--- src/shared/mprs_defines.svh ---
/*
 Constants of the module power and reset sequencer: pin slot positions,
 reset values and timing counts.
 Assumes a 200 MHz clock; included by the package and the design files.
*/
`ifndef MPRS_DEFINES_SVH
`define MPRS_DEFINES_SVH

// Clock period in ns
`define MPRS_CLK_PERIOD_NS 5

// Reset output hold time after carrier power comes on, in ns
`define MPRS_SETTLE_NS 10000

// Least time rounds up to whole cycles
`define MPRS_SETTLE_CYCLES ((`MPRS_SETTLE_NS + `MPRS_CLK_PERIOD_NS - 1) / `MPRS_CLK_PERIOD_NS)
`define MPRS_SETTLE_W 11

// Slots of the synchronised carrier pin vector
`define MPRS_PIN_W 6
`define MPRS_PIN_SUPPLY 0
`define MPRS_PIN_PWR_BAD_N 1
`define MPRS_PIN_RST_REQ_N 2
`define MPRS_PIN_BUTTON_N 3
`define MPRS_PIN_RECOVERY_N 4
`define MPRS_PIN_AUTO_ON 5

// Synchroniser reset value: no supply, power bad, reset requested, button and recovery idle
`define MPRS_PIN_RESET 6'h18

// Pins that default to inputs with pull-downs: 14 GPIO, 3 straps, battery low, test,
// charge active, charger present
`define MPRS_GPIO_W 21
`define MPRS_GPIO_PD_RESET 21'h1f_ffff
`define MPRS_GPIO_OE_RESET 21'h00_0000

`endif

--- src/shared/mprs_pkg.sv ---
/*
 Types of the module power and reset sequencer.
 Assumes mprs_defines.svh is on the include path.
*/
`include "mprs_defines.svh"

package mprs_pkg;

   typedef enum logic [2:0] {
      mprs_off,
      mprs_wait_start,
      mprs_settle,
      mprs_wait_release,
      mprs_run,
      mprs_suspend
   } mprs_state_t;

   typedef struct packed {
      logic [`MPRS_PIN_W-1:0] stage1;
      logic [`MPRS_PIN_W-1:0] stage2;
   } mprs_sync_t;

   typedef struct packed {
      mprs_state_t state;
      logic [`MPRS_SETTLE_W-1:0] settle_cnt;
      logic button_prev;
      logic gpio_init;
      logic internal_power_enable;
      logic carrier_power_enable;
      logic carrier_standby_n;
      logic main_core_power_enable;
      logic reset_out_n;
      logic boot_start;
      logic serial_download_mode;
      logic fuse_boot_select;
      logic [`MPRS_GPIO_W-1:0] gpio_output_enable;
      logic [`MPRS_GPIO_W-1:0] gpio_pull_down;
   } mprs_top_t;

endpackage

--- src/shared/mprs_pin_if.sv ---
/*
 Synchronised carrier pin levels passed from the synchroniser to the sequencer.
 Assumes both ends run on the same clock.
*/
interface mprs_pin_if;
   logic supply_present;
   logic input_power_bad_n;
   logic reset_request_n;
   logic power_button_n;
   logic recovery_request_n;
   logic auto_power_on;

   modport sync_side (
      output supply_present,
      output input_power_bad_n,
      output reset_request_n,
      output power_button_n,
      output recovery_request_n,
      output auto_power_on
   );

   modport seq_side (
      input supply_present,
      input input_power_bad_n,
      input reset_request_n,
      input power_button_n,
      input recovery_request_n,
      input auto_power_on
   );
endinterface

--- src/verilog/mprs_sync.sv ---
/*
 Two-flop synchroniser for the asynchronous carrier pins.
 Assumes raw pins arrive from outside the clock domain; only stage two is read.
*/
`include "mprs_defines.svh"

module mprs_sync (
   // Clock and reset
   input wire logic clock,
   input wire logic rst,
   // Raw carrier pins
   input wire logic [`MPRS_PIN_W-1:0] raw_pins,
   // Synchronised levels
   mprs_pin_if.sync_side pins
);

   mprs_pkg::mprs_sync_t cur;
   mprs_pkg::mprs_sync_t next_cur;

   always_comb begin
      next_cur.stage1 = raw_pins;
      next_cur.stage2 = cur.stage1;
   end

   always_ff @(posedge clock) begin
      if (rst) begin
         cur.stage1 <= `MPRS_PIN_RESET;
         cur.stage2 <= `MPRS_PIN_RESET;
      end else begin
         cur <= next_cur;
      end
   end

   // Only the second stage leaves this module
   assign pins.supply_present = cur.stage2[`MPRS_PIN_SUPPLY];
   assign pins.input_power_bad_n = cur.stage2[`MPRS_PIN_PWR_BAD_N];
   assign pins.reset_request_n = cur.stage2[`MPRS_PIN_RST_REQ_N];
   assign pins.power_button_n = cur.stage2[`MPRS_PIN_BUTTON_N];
   assign pins.recovery_request_n = cur.stage2[`MPRS_PIN_RECOVERY_N];
   assign pins.auto_power_on = cur.stage2[`MPRS_PIN_AUTO_ON];

endmodule

--- src/verilog/mprs_top.sv ---
/*
 Power-up, reset and boot-control sequencer of a plug-in compute module.
 Assumes one 200 MHz clock with synchronous active-high reset; carrier pins are
 asynchronous, processor-side controls are on the same clock.
*/
`include "mprs_defines.svh"

module mprs_top (
   // Clock and reset
   input wire logic clock,
   input wire logic rst,
   // Carrier pins, asynchronous
   input wire logic main_supply_present,
   input wire logic input_power_bad_n,
   input wire logic reset_request_n,
   input wire logic power_button_n,
   input wire logic recovery_request_n,
   input wire logic auto_power_on,
   // Processor side
   input wire logic sw_reset_out_n,
   input wire logic sw_gpio_init,
   input wire logic [`MPRS_GPIO_W-1:0] sw_gpio_output_enable,
   input wire logic [`MPRS_GPIO_W-1:0] sw_gpio_pull_down,
   // Power control outputs
   output logic internal_power_enable,
   output logic carrier_power_enable,
   output logic carrier_standby_n,
   output logic main_core_power_enable,
   // Reset and boot outputs
   output logic reset_out_n,
   output logic boot_start,
   output logic serial_download_mode,
   output logic fuse_boot_select,
   // General purpose pin control
   output logic [`MPRS_GPIO_W-1:0] gpio_output_enable,
   output logic [`MPRS_GPIO_W-1:0] gpio_pull_down
);

   localparam logic [`MPRS_SETTLE_W-1:0] SETTLE_LAST = `MPRS_SETTLE_W'(`MPRS_SETTLE_CYCLES - 1);

   mprs_pin_if pins ();

   mprs_pkg::mprs_top_t cur;
   mprs_pkg::mprs_top_t next_cur;

   logic [`MPRS_PIN_W-1:0] raw_pins;

   // Pin vector into the synchroniser
   always_comb begin
      raw_pins = '0;
      raw_pins[`MPRS_PIN_SUPPLY] = main_supply_present;
      raw_pins[`MPRS_PIN_PWR_BAD_N] = input_power_bad_n;
      raw_pins[`MPRS_PIN_RST_REQ_N] = reset_request_n;
      raw_pins[`MPRS_PIN_BUTTON_N] = power_button_n;
      raw_pins[`MPRS_PIN_RECOVERY_N] = recovery_request_n;
      raw_pins[`MPRS_PIN_AUTO_ON] = auto_power_on;
   end

   mprs_sync mprs_sync_inst (
      .clock(clock),
      .rst(rst),
      .raw_pins(raw_pins),
      .pins(pins)
   );

   // Falling edge of the synchronised button level
   function automatic logic button_event(input logic prev, input logic now);
      button_event = prev & ~now;
   endfunction

   // Input supply usable: present and power-bad released
   function automatic logic supply_good(input logic present, input logic bad_n);
      supply_good = present & bad_n;
   endfunction

   logic power_ok;
   logic pressed;

   always_comb begin
      power_ok = supply_good(pins.supply_present, pins.input_power_bad_n);
      pressed = button_event(cur.button_prev, pins.power_button_n);
   end

   always_comb begin
      next_cur = cur;
      next_cur.button_prev = pins.power_button_n;
      next_cur.boot_start = 1'b0;
      next_cur.fuse_boot_select = 1'b1;

      case (cur.state)
         mprs_pkg::mprs_off: begin
            next_cur.internal_power_enable = 1'b0;
            next_cur.carrier_power_enable = 1'b0;
            next_cur.carrier_standby_n = 1'b0;
            next_cur.main_core_power_enable = 1'b0;
            next_cur.settle_cnt = '0;
            if (power_ok) begin
               next_cur.internal_power_enable = 1'b1;
               next_cur.state = mprs_pkg::mprs_wait_start;
            end
         end
         mprs_pkg::mprs_wait_start: begin
            if (pins.auto_power_on || pressed) begin
               next_cur.carrier_power_enable = 1'b1;
               next_cur.carrier_standby_n = 1'b1;
               next_cur.main_core_power_enable = 1'b1;
               next_cur.settle_cnt = '0;
               next_cur.state = mprs_pkg::mprs_settle;
            end
         end
         mprs_pkg::mprs_settle: begin
            if (cur.settle_cnt == SETTLE_LAST) begin
               next_cur.state = mprs_pkg::mprs_wait_release;
            end else begin
               next_cur.settle_cnt = cur.settle_cnt + 1'b1;
            end
         end
         mprs_pkg::mprs_wait_release: begin
            if (pins.reset_request_n) begin
               next_cur.boot_start = 1'b1;
               next_cur.serial_download_mode = ~pins.recovery_request_n;
               next_cur.state = mprs_pkg::mprs_run;
            end
         end
         mprs_pkg::mprs_run: begin
            if (!pins.reset_request_n) begin
               next_cur.settle_cnt = '0;
               next_cur.state = mprs_pkg::mprs_settle;
            end else if (pressed) begin
               next_cur.carrier_standby_n = 1'b0;
               next_cur.main_core_power_enable = 1'b0;
               next_cur.state = mprs_pkg::mprs_suspend;
            end
         end
         mprs_pkg::mprs_suspend: begin
            if (!pins.reset_request_n) begin
               next_cur.carrier_standby_n = 1'b1;
               next_cur.main_core_power_enable = 1'b1;
               next_cur.settle_cnt = '0;
               next_cur.state = mprs_pkg::mprs_settle;
            end else if (pressed) begin
               next_cur.carrier_standby_n = 1'b1;
               next_cur.main_core_power_enable = 1'b1;
               next_cur.state = mprs_pkg::mprs_run;
            end
         end
         default: begin
            next_cur.state = mprs_pkg::mprs_off;
         end
      endcase

      // Loss of input power drops all power enables, boot_start, serial_download_mode and gpio_init
      if (!power_ok) begin
         next_cur.state = mprs_pkg::mprs_off;
         next_cur.internal_power_enable = 1'b0;
         next_cur.carrier_power_enable = 1'b0;
         next_cur.carrier_standby_n = 1'b0;
         next_cur.main_core_power_enable = 1'b0;
         next_cur.boot_start = 1'b0;
         next_cur.serial_download_mode = 1'b0;
         next_cur.gpio_init = 1'b0;
      end

      // Reset output: sequencer release gated by the software output
      if (next_cur.state == mprs_pkg::mprs_run || next_cur.state == mprs_pkg::mprs_suspend) begin
         next_cur.reset_out_n = sw_reset_out_n;
      end else begin
         next_cur.reset_out_n = 1'b0;
      end

      // Pins stay pulled-down inputs until software takes them over
      if (sw_gpio_init && next_cur.state == mprs_pkg::mprs_run) begin
         next_cur.gpio_init = 1'b1;
      end
      if (next_cur.gpio_init) begin
         next_cur.gpio_output_enable = sw_gpio_output_enable;
         next_cur.gpio_pull_down = sw_gpio_pull_down;
      end else begin
         next_cur.gpio_output_enable = `MPRS_GPIO_OE_RESET;
         next_cur.gpio_pull_down = `MPRS_GPIO_PD_RESET;
      end
   end

   always_ff @(posedge clock) begin
      if (rst) begin
         cur.state <= mprs_pkg::mprs_off;
         cur.settle_cnt <= '0;
         cur.button_prev <= 1'b1;
         cur.gpio_init <= 1'b0;
         cur.internal_power_enable <= 1'b0;
         cur.carrier_power_enable <= 1'b0;
         cur.carrier_standby_n <= 1'b0;
         cur.main_core_power_enable <= 1'b0;
         cur.reset_out_n <= 1'b0;
         cur.boot_start <= 1'b0;
         cur.serial_download_mode <= 1'b0;
         cur.fuse_boot_select <= 1'b1;
         cur.gpio_output_enable <= `MPRS_GPIO_OE_RESET;
         cur.gpio_pull_down <= `MPRS_GPIO_PD_RESET;
      end else begin
         cur <= next_cur;
      end
   end

   // Outputs straight from the state register
   assign internal_power_enable = cur.internal_power_enable;
   assign carrier_power_enable = cur.carrier_power_enable;
   assign carrier_standby_n = cur.carrier_standby_n;
   assign main_core_power_enable = cur.main_core_power_enable;
   assign reset_out_n = cur.reset_out_n;
   assign boot_start = cur.boot_start;
   assign serial_download_mode = cur.serial_download_mode;
   assign fuse_boot_select = cur.fuse_boot_select;
   assign gpio_output_enable = cur.gpio_output_enable;
   assign gpio_pull_down = cur.gpio_pull_down;

endmodule

--- config.mk ---
export PLATFORM = sky130hd
export DESIGN_NAME = mprs_top
export DESIGN_NICKNAME = d
export VERILOG_FILES = /design/src/shared/mprs_pkg.sv /design/src/shared/mprs_pin_if.sv /design/src/verilog/mprs_sync.sv /design/src/verilog/mprs_top.sv
export VERILOG_INCLUDE_DIRS = /design/src /design/src/shared
export SDC_FILE = /design/constraint.sdc
export NUM_CORES = 1
export LEC_CHECK = 0
export CORE_UTILIZATION = 45
export DETAILED_ROUTE_END_ITERATION = 8
export DONT_BUFFER_PORTS = 1
export GPL_ROUTABILITY_DRIVEN = 0
export SYNTH_ARGS = -nofsm -noshare
export SYNTH_HDL_FRONTEND = slang
export SYNTH_SLANG_ARGS = --single-unit
--- constraint.sdc ---
create_clock -name clock -period 3 [get_ports clock]
set_input_delay 0.6 -clock clock [delete_from_list [all_inputs] [get_ports clock]]
set_output_delay 0.6 -clock clock [all_outputs]
set_load 0.02 [all_outputs]
==> results.toml, run 1 <==
[outcome]
outcome = "finished, final reports clean"

[die]
start_util = 0.471
die_w_um = 92.6
ioPinCount = 102
core_area_sq_um = 7850
die_height_um = 92.6
die_area_sq_um = 8580
fp-row-count = 32

[clocking]
htreeDepth = 3
clkSinkCount = 76
cts_resized = 0
cts_tree = "yes"
clk_latency_ps = 350
cts.path.max_buffers = 2
clk_pin_slew_ps = 80
ctsRootBufferMaster = "clkbuf_8"
cts_hold_buf = 0
post_cts_buffers = 0
cts_buffers = 9

[setup_path]
crit_slowest_cell = "nor4_4"
arrival_ps = 2460
cpPeakStageDelay_ps = 690
worst-path-buf-inv = 0
crit_family = "simple AND/OR/NAND/NOR gates"
end_kind = "register"
path_cells = "nand2b_1, nor4_4, or4_4, o21ai_0"
critPathRequiredTime_ps = 3220
critPathMaxFanout = 21
cp-start-kind = "register"
crit_type = "register to register"

[pwr]
p_clk_frac = 0.434
power.density_nw_per_um2 = 515
seqPwrFrac = 0.554
ir_drop_v = 0.000249
p_leak_nw = 1.09
switchingPower_uw = 401
combinationalPowerShare = 0.012
netSwitchingFraction = 0.218
power.internal_mw = 1.44
finalPower_mw = 1.84

[logic_synthesis]
yosysTopAreaCell = "dfxtp_1"
synthArstFlopShare = 0
syn_area_sq_um = 3690
syn-mean-instance-area_sq_um = 9.26
yosys_warnings = 0
yosys.area.top_type_share = 0.412
synth_area_leaders = "dfxtp_1 41%, buf_4 9.1%, nor3b_1 8.9%"
postSynthCellCount = 399
synth-edff-count = 0
synth-seq-cells = 76
synth_nets = 452
synth_cell_type_count = 47
synth-main-ff-cell = "dfxtp_1"
synth_seq_area_share = 0.412

[global_routing]
grt_pass1_vias = 2379
grt_antenna_before_repair = 0
grt_pass1_wl_um = 11500
gr-total-overflow = 0
grt_max_degree = 44
grtUsageTotal = 0.171

[timing]
hold_viol = 0
fmax_mhz = 447
period_share = 0.746
setup_slack_ps = 761
finalSetupTns_ps = 0
holdWs_ps = 309
setup_viol = 0
rsz0062_at_grt = "no"
max-slew-margin-rel = 0.419
worstMarginPinSlew_ps = 866
drv_slew = 0
period_needed_ps = 2240
clock_skew_ps = 8.21

[placed_design]
placed_area_sq_um = 3380
place_inst = 429
pre_cts_ws_ps = 786
dp_hpwl_um = 4460
port-buffer-count = 0

[cells_and_area]
utilization = 0.456
n_antenna_cell = 0
fin_nets = 391
drive_gt1_frac = 0.172
final_cells = 445
final_area_sq_um = 3580
synthToLayoutAreaGrowth_pct = -3.18

[drt]
drt_iter0_markers = 100
via_count = 2538
routed_via_density = 5.70
drtPass1Iterations = 6
drcViolationCount = 0
ant_nets = 0
wl_um = 7040
wire_per_inst_um = 15.8

[run]
cap_violations = 0

[hold_path]
hp-class = "input port to register"
## metal layers
layer	GRT usage	part of all wire	up-vias
li1	-	-	1255
met1	0.214	0.45	1193
met2	0.269	0.46	79
met3	0.0575	0.074	11
met4	0.0731	0.016	0
met5	0	0	-
## cell usage after synthesis, types with 6 or more instances
cell type / number
nand3_1: 44
nor4_1: 7
nor3b_1: 44
buf_4: 45
mux2i_1: 9
buf_2: 10
a21oi_1: 26
o21ai_2: 20
dfxtp_1: 76
nand3b_1: 11
nor2b_1: 10
or3b_2: 8
clkbuf_1: 19
nor2_1: 6
## worst paths after layout
check | start | to | slack, ps | cells after the start
max | cur[65]$_SDFF_PP0_ | gpio_output_enable[0]$_SDFF_PP0_ | 760 | 4
min | rst | mprs_sync_inst.cur[11]$_SDFF_PP0_ | 310 | 1
max reg2reg | cur[65]$_SDFF_PP0_ | gpio_output_enable[0]$_SDFF_PP0_ | 760 | 4
min reg2reg | mprs_sync_inst.cur[9]$_SDFF_PP1_ | mprs_sync_inst.pins.power_button_n$_SDFF_PP1_ | 420 | 1
## power by group through the flow
stage / Combinational (mW) / Clock (mW) / Sequential, mW
final: 0.0219 / 0.798 / 1.02
after global routing: 0.0238 / 0.870 / 1.02
after CTS: 0.0220 / 0.825 / 1.02
after detailed placement: 0.0220 / 0 / 1.04
after global placement: 0.0218 / 0 / 1.04
after floorplan: 0.0315 / 0 / 1.04
## flip-flops by register name, indices dropped and copies added, names as in the netlist
| register | cells |
|---|---|
| boot_start | 1 |
| carrier_power_enable | 1 |
| carrier_standby_n | 1 |
| cur | 16 |
| gpio_output_enable | 21 |
| gpio_pull_down | 21 |
| internal_power_enable | 1 |
| mprs_sync_inst.cur | 6 |
| mprs_sync_inst.pins.auto_power_on | 1 |
| mprs_sync_inst.pins.input_power_bad_n | 1 |
| mprs_sync_inst.pins.power_button_n | 1 |
| mprs_sync_inst.pins.recovery_request_n | 1 |
| mprs_sync_inst.pins.reset_request_n | 1 |
| mprs_sync_inst.pins.supply_present | 1 |
| reset_out_n | 1 |
| serial_download_mode | 1 |
## layout make-up
type                    count  area [sq um]
clock buffers              11           141
clock inverters             5          60.1
fillers                   770          4270
inverters                   3          11.3
multi-input cells         243          1680
flip-flops and latches     76          1520
well taps                 102           128
repair buffers              5          37.5
## logic make-up (layout without fill, tap and decap cells)
kind of cell	after synthesis	after routing	synth area share
other	1	1	0.00101
AO/OA/AOI/OAI	63	63	0.120
AND/OR/NAND/NOR	169	169	0.303
buffers and inverters	80	24	0.136
multiplexers	9	9	0.0244
adder cells (fa/ha/maj)	1	1	0.00339
flip-flops	76	76	0.412
## cells in the final DEF, fill, tap and decap left out, drive strengths merged, types with 6 or more instances in the layout
cell type,n
nor2b,10
nor3b,44
clkbuf,11
mux2i,9
o21ai,24
or3b,9
nor4,9
dfxtp,76
nor2,6
nand3b,11
a21oi,26
nand3,44
No activity file was read; power rests on OpenSTA's default activity.
==> run 2: changes to the inputs <==
==> constraint.sdc (replaced) <==
create_clock -name clock -period 2 [get_ports clock]
set_input_delay 0.4 -clock clock [delete_from_list [all_inputs] [get_ports clock]]
set_output_delay 0.4 -clock clock [all_outputs]
set_load 0.02 [all_outputs]
==> run 2 against run 1 <==
Sequential power increased by 50%; flip-flop and latch count stayed put; wire length rose by 0.11%; global-route usage about the same; combinational power increased by 70%; total power grew 40%; critical path depth up 2; fmax up 20%; sequential share of layout area fell by 1.5 points; register-to-register slack got worse by 630 ps; hold slack got worse by 190 ps; clock power increased by 28%.
==> results.toml, run 2 (synthesis results as in run 1) <==
[outcome]
outcome = "finished, final reports clean"

[drt]
drt_iter0_markers = 159
wl_um = 7050
drtPass1Iterations = 4
ant_nets = 0
via_count = 2597
drcViolationCount = 0
wire_per_inst_um = 15.3
routed_via_density = 5.65

[clocking]
clkSinkCount = 76
cts_buffers = 9
cts_hold_buf = 0
htreeDepth = 3
cts_resized = 0
clk_latency_ps = 340
ctsRootBufferMaster = "clkbuf_8"
cts.path.max_buffers = 2
post_cts_buffers = 0
clk_pin_slew_ps = 80
cts_tree = "yes"

[run]
cap_violations = 0

[timing]
period_needed_ps = 1870
setup_viol = 0
drv_slew = 0
worstMarginPinSlew_ps = 680
setup_slack_ps = 131
hold_viol = 0
clock_skew_ps = 11.1
rsz0062_at_grt = "yes"
max-slew-margin-rel = 0.546
fmax_mhz = 535
period_share = 0.934
holdWs_ps = 120

[cells_and_area]
final_cell_mix = "76 x dfxtp_1, 44 x nor3b_1, 44 x nand3_1"
final_common_cell = "dfxtp_1"
final_area_sq_um = 3710
top_regs = "gpio_output_enable: 21 flops, gpio_pull_down: 21 flops, cur: 16 flops"
synthToLayoutAreaGrowth_pct = 0.474
n_antenna_cell = 0
utilization = 0.473
fin_nets = 406
drive_gt1_frac = 0.209

[placed_design]
pre_cts_ws_ps = 163
dp_hpwl_um = 4700
port-buffer-count = 0
placed_area_sq_um = 3540

[hold_path]
hp-class = "input port to register"

[global_routing]
grt_util_met3 = 0.0525
grt_max_degree = 44
grtUsageTotal = 0.171
busiest_layer = "met2"
grt_pass1_vias = 2470
gr-total-overflow = 0
grt_use_met1 = 0.217
grt_antenna_before_repair = 0
grt_pass1_wl_um = 11600
use_met2 = 0.272

[setup_path]
worst-path-buf-inv = 2
arrival_ps = 2120
critPathMaxFanout = 18
crit_slowest_cell = "or3b_2"
critPathRequiredTime_ps = 2260
crit_family = "simple AND/OR/NAND/NOR gates"
cpPeakStageDelay_ps = 440
crit_type = "register to register"
end_kind = "register"
path_cells = "nand2b_1, buf_4, o31ai_4, buf_12, or3b_2, mux2i_1"
cp-start-kind = "register"

[pwr]
ir_drop_v = 0.000370
finalPower_mw = 2.58
power.density_nw_per_um2 = 696
p_leak_nw = 1.18

[die]
die_w_um = 92.6
die_height_um = 92.6
core_area_sq_um = 7850
fp-row-count = 32
ioPinCount = 102
start_util = 0.471
die_area_sq_um = 8580
[run 2: cell types whose count changed in the layout (fill, tap and decap cells not counted)]
cell | previous run | this run
buf_12 | 0 | 4
buf_4 | 5 | 16
bufinv_16 | 1 | 0
clkbuf_8 | 10 | 9
clkinv_2 | 1 | 3
nor4_1 | 7 | 6
nor4_2 | 0 | 1
[run 2: final timing paths]
kind / endpoint / slack (ps) / cells after the start / startpoint
setup reg to reg: cur[58]$_SDFFE_PP0P_ / 130 / 6 / cur[65]$_SDFF_PP0_
hold / removal: mprs_sync_inst.cur[11]$_SDFF_PP0_ / 120 / 1 / rst
setup / recovery: cur[58]$_SDFFE_PP0P_ / 130 / 6 / cur[65]$_SDFF_PP0_
hold reg to reg: mprs_sync_inst.pins.recovery_request_n$_SDFF_PP1_ / 410 / 1 / mprs_sync_inst.cur[10]$_SDFF_PP1_
[run 2: routing by layer]
layer	share of wire	up-vias
met3	0.075	4
met4	0.0084	0
met1	0.45	1226
met5	0	-
li1	-	1288
met2	0.47	79
[run 2: layout make-up]
type,count,area [sq um]
fill,776,4140
multi-input combinational,243,1680
sequential,76,1520
timing repair buffer,20,200
clock buffer,10,128
tap,102,128
clock inverter,6,40.0
inverter,3,11.3
[run 2: stage by stage]
step | instances | setup TNS, ps
floorplan | 399 | 0
global placement | 444 | 0
detailed placement | 444 | 0
CTS | 460 | 0
global route | 460 | -53.4
finish | 460 | 0
[run 2: where the power goes]
group / internal [mW] / total [mW] / switching (mW)
registers: 1.52 / 1.53 / 0.00621
clock network: 0.451 / 1.02 / 0.566
logic: 0.0240 / 0.0373 / 0.0134
[run 2: worst register-to-register path: cells and delay by family, from the launching register on]
kind	cells	cell delay (ps)
and+or+nand+nor	2	680
AOI/OAI and AO/OA	1	210
buffers and inverters	2	340
DFF	1	400
muxes	1	160
==> run 3: changes to the inputs <==
--- a/config.mk
+++ b/config.mk
@@ -12,4 +12,5 @@
 export GPL_ROUTABILITY_DRIVEN = 0
 export SYNTH_ARGS = -nofsm -noshare
 export SYNTH_HDL_FRONTEND = slang
+export SYNTH_HIERARCHICAL = 1
 export SYNTH_SLANG_ARGS = --single-unit
==> constraint.sdc (replaced) <==
create_clock -name clock -period 1.9 [get_ports clock]
set_input_delay 0.38 -clock clock [delete_from_list [all_inputs] [get_ports clock]]
set_output_delay 0.38 -clock clock [all_outputs]
set_load 0.02 [all_outputs]
==> run 3 against run 2 <==
Critical path depth decreased by 1; hold slack got worse by 14 ps; synthesized area decreased by 5.6%; non-clock buffer count decreased by 11; cell area decreased by 8.3%; fmax increased by 13%; global-route usage decreased by 0.75 points; synthesized cell count decreased by 9.0%; critical endpoint is now cur[52]$_SDFFE_PP0P_.
==> results.toml, run 3 <==
[die]
start_util = 0.474
die_area_sq_um = 8110
die_w_um = 90.1
core_area_sq_um = 7370
die_height_um = 90.1
fp-row-count = 31
ioPinCount = 102

[pwr]
switchingPower_uw = 603
finalPower_mw = 2.82
seqPwrFrac = 0.571
combinationalPowerShare = 0.014
power.density_nw_per_um2 = 828
netSwitchingFraction = 0.214
power.internal_mw = 2.22
p_clk_frac = 0.416
ir_drop_v = 0.000574
p_leak_nw = 1.54

[placed_design]
port-buffer-count = 0
place_inst = 398
placed_area_sq_um = 3220
pre_cts_ws_ps = 253
dp_hpwl_um = 3990

[drt]
ant_nets = 0
via_count = 2308
wl_met3_um = 483
wl_met2_um = 2910
drtPass1Iterations = 4
routed_via_density = 5.59
drcViolationCount = 0
highest_layer = "met4"
wire_per_inst_um = 15.5
wl_um = 6410
drt_iter0_markers = 70
m1WireLength_um = 2930

[clocking]
clkSinkCount = 76
cts_tree = "yes"
ctsRootBufferMaster = "clkbuf_8"
cts_resized = 0
cts.path.max_buffers = 2
clk_latency_ps = 340
post_cts_buffers = 0
clk_pin_slew_ps = 80
cts_buffers = 9
cts_hold_buf = 0
htreeDepth = 3

[cells_and_area]
n_antenna_cell = 0
final_cells = 413
top_regs = "gpio_output_enable: 21 flops, gpio_pull_down: 21 flops, cur: 16 flops"
synthToLayoutAreaGrowth_pct = -2.47
fin_nets = 363
utilization = 0.462
drive_gt1_frac = 0.115
final_cell_mix = "76 x dfxtp_1, 43 x and3_1, 27 x inv_1"
nFillCells = 707
final_area_sq_um = 3400
final_common_cell = "dfxtp_1"

[global_routing]
grt_max_degree = 46
gr-total-overflow = 0
grt_pass1_wl_um = 10500
grt_antenna_before_repair = 0
grt_pass1_vias = 2262
grtUsageTotal = 0.163

[setup_path]
cp-start-kind = "register"
critPathMaxFanout = 9
r2r_setup_slack_ps = 240
worstRegToRegCells = 5
end_kind = "register"
critPathRequiredTime_ps = 2170
arrival_ps = 1920
crit_type = "register to register"

[logic_synthesis]
yosysTopAreaCell = "dfxtp_1"
syn-mean-instance-area_sq_um = 9.61
synth-seq-cells = 76
syn_area_sq_um = 3490
synth_most_common_cell = "dfxtp_1"
synth_seq_area_share = 0.436
synth_nets = 416
synthArstFlopShare = 0
synth_cell_type_count = 48
synth-edff-count = 0
synth_area_leaders = "dfxtp_1 44%, buf_4 9.5%, and3_1 7.7%"
postSynthCellCount = 363
synth-main-ff-cell = "dfxtp_1"
synth_commonest_cells = "76 x dfxtp_1, 44 x buf_4, 43 x and3_1"
yosys_warnings = 6
yosys.area.top_type_share = 0.436

[timing]
fmax_mhz = 604
clock_skew_ps = 7.92
period_share = 0.871
worstMarginPinSlew_ps = 516
drv_slew = 0
finalSetupTns_ps = 0
period_needed_ps = 1660
setup_viol = 0
setup_slack_ps = 244
hold_viol = 0
holdWs_ps = 106
max-slew-margin-rel = 0.655
rsz0062_at_grt = "no"

[hold_path]
hp-class = "input port to register"
hold-path-cell-count = 1

[run]
cap_violations = 0

[outcome]
outcome = "finished, final reports clean"
## run 3: power groups by stage
stage,sequential (mW),combinational (mW),clock (mW)
2_1_floorplan,1.65,0.0494,0
3_3_place_gp,1.65,0.0378,0
3_5_place_dp,1.65,0.0386,0
4_1_cts,1.61,0.0388,1.22
5_1_grt,1.61,0.0449,1.29
6_report,1.61,0.0385,1.17
## run 3: critical path, stage by stage (launching register included)
cell and delay, ps:
dfxtp_1 350, ha_1 220, nand3_1 250, o31ai_4 160
or3b_2 480, a21oi_1 140
## run 3: per-layer routing
metal	vias up	GRT usage
met1	1078	0.197
met3	7	0.0651
met5	-	0
li1	1138	-
met4	0	0.0806
met2	85	0.252
## run 3: layout make-up
cell class	count	area, sq um	area share
Clock buffer	10	128	0.0375
Clock inverter	5	53.8	0.0158
Inverter	27	101	0.0298
Multi-Input combinational cell	187	1370	0.403
Sequential cell	76	1520	0.447
Tap cell	99	124	0.0364
Timing Repair Buffer	9	105	0.0309
## run 3: cell families (layout without fill, tap and decap cells)
group	count (synthesis)	after routing	synth area share
flops	76	76	0.436
compound gates	69	69	0.176
fa+ha+maj	1	1	0.00358
xor+xnor	6	6	0.0151
other cells	1	1	0.00107
buf+inv	100	51	0.172
mux	1	1	0.00287
simple gates	109	109	0.194
## run 3: final timing paths
check,from,to
setup / recovery,cur[52]$_SDFFE_PP0P_,cur[52]$_SDFFE_PP0P_
hold / removal,rst,cur[53]$_SDFFE_PP0P_
setup reg to reg,cur[52]$_SDFFE_PP0P_,cur[52]$_SDFFE_PP0P_
hold reg to reg,mprs_sync_inst/cur[9]$_SDFF_PP1_,mprs_sync_inst/pins.power_button_n$_SDFF_PP1_
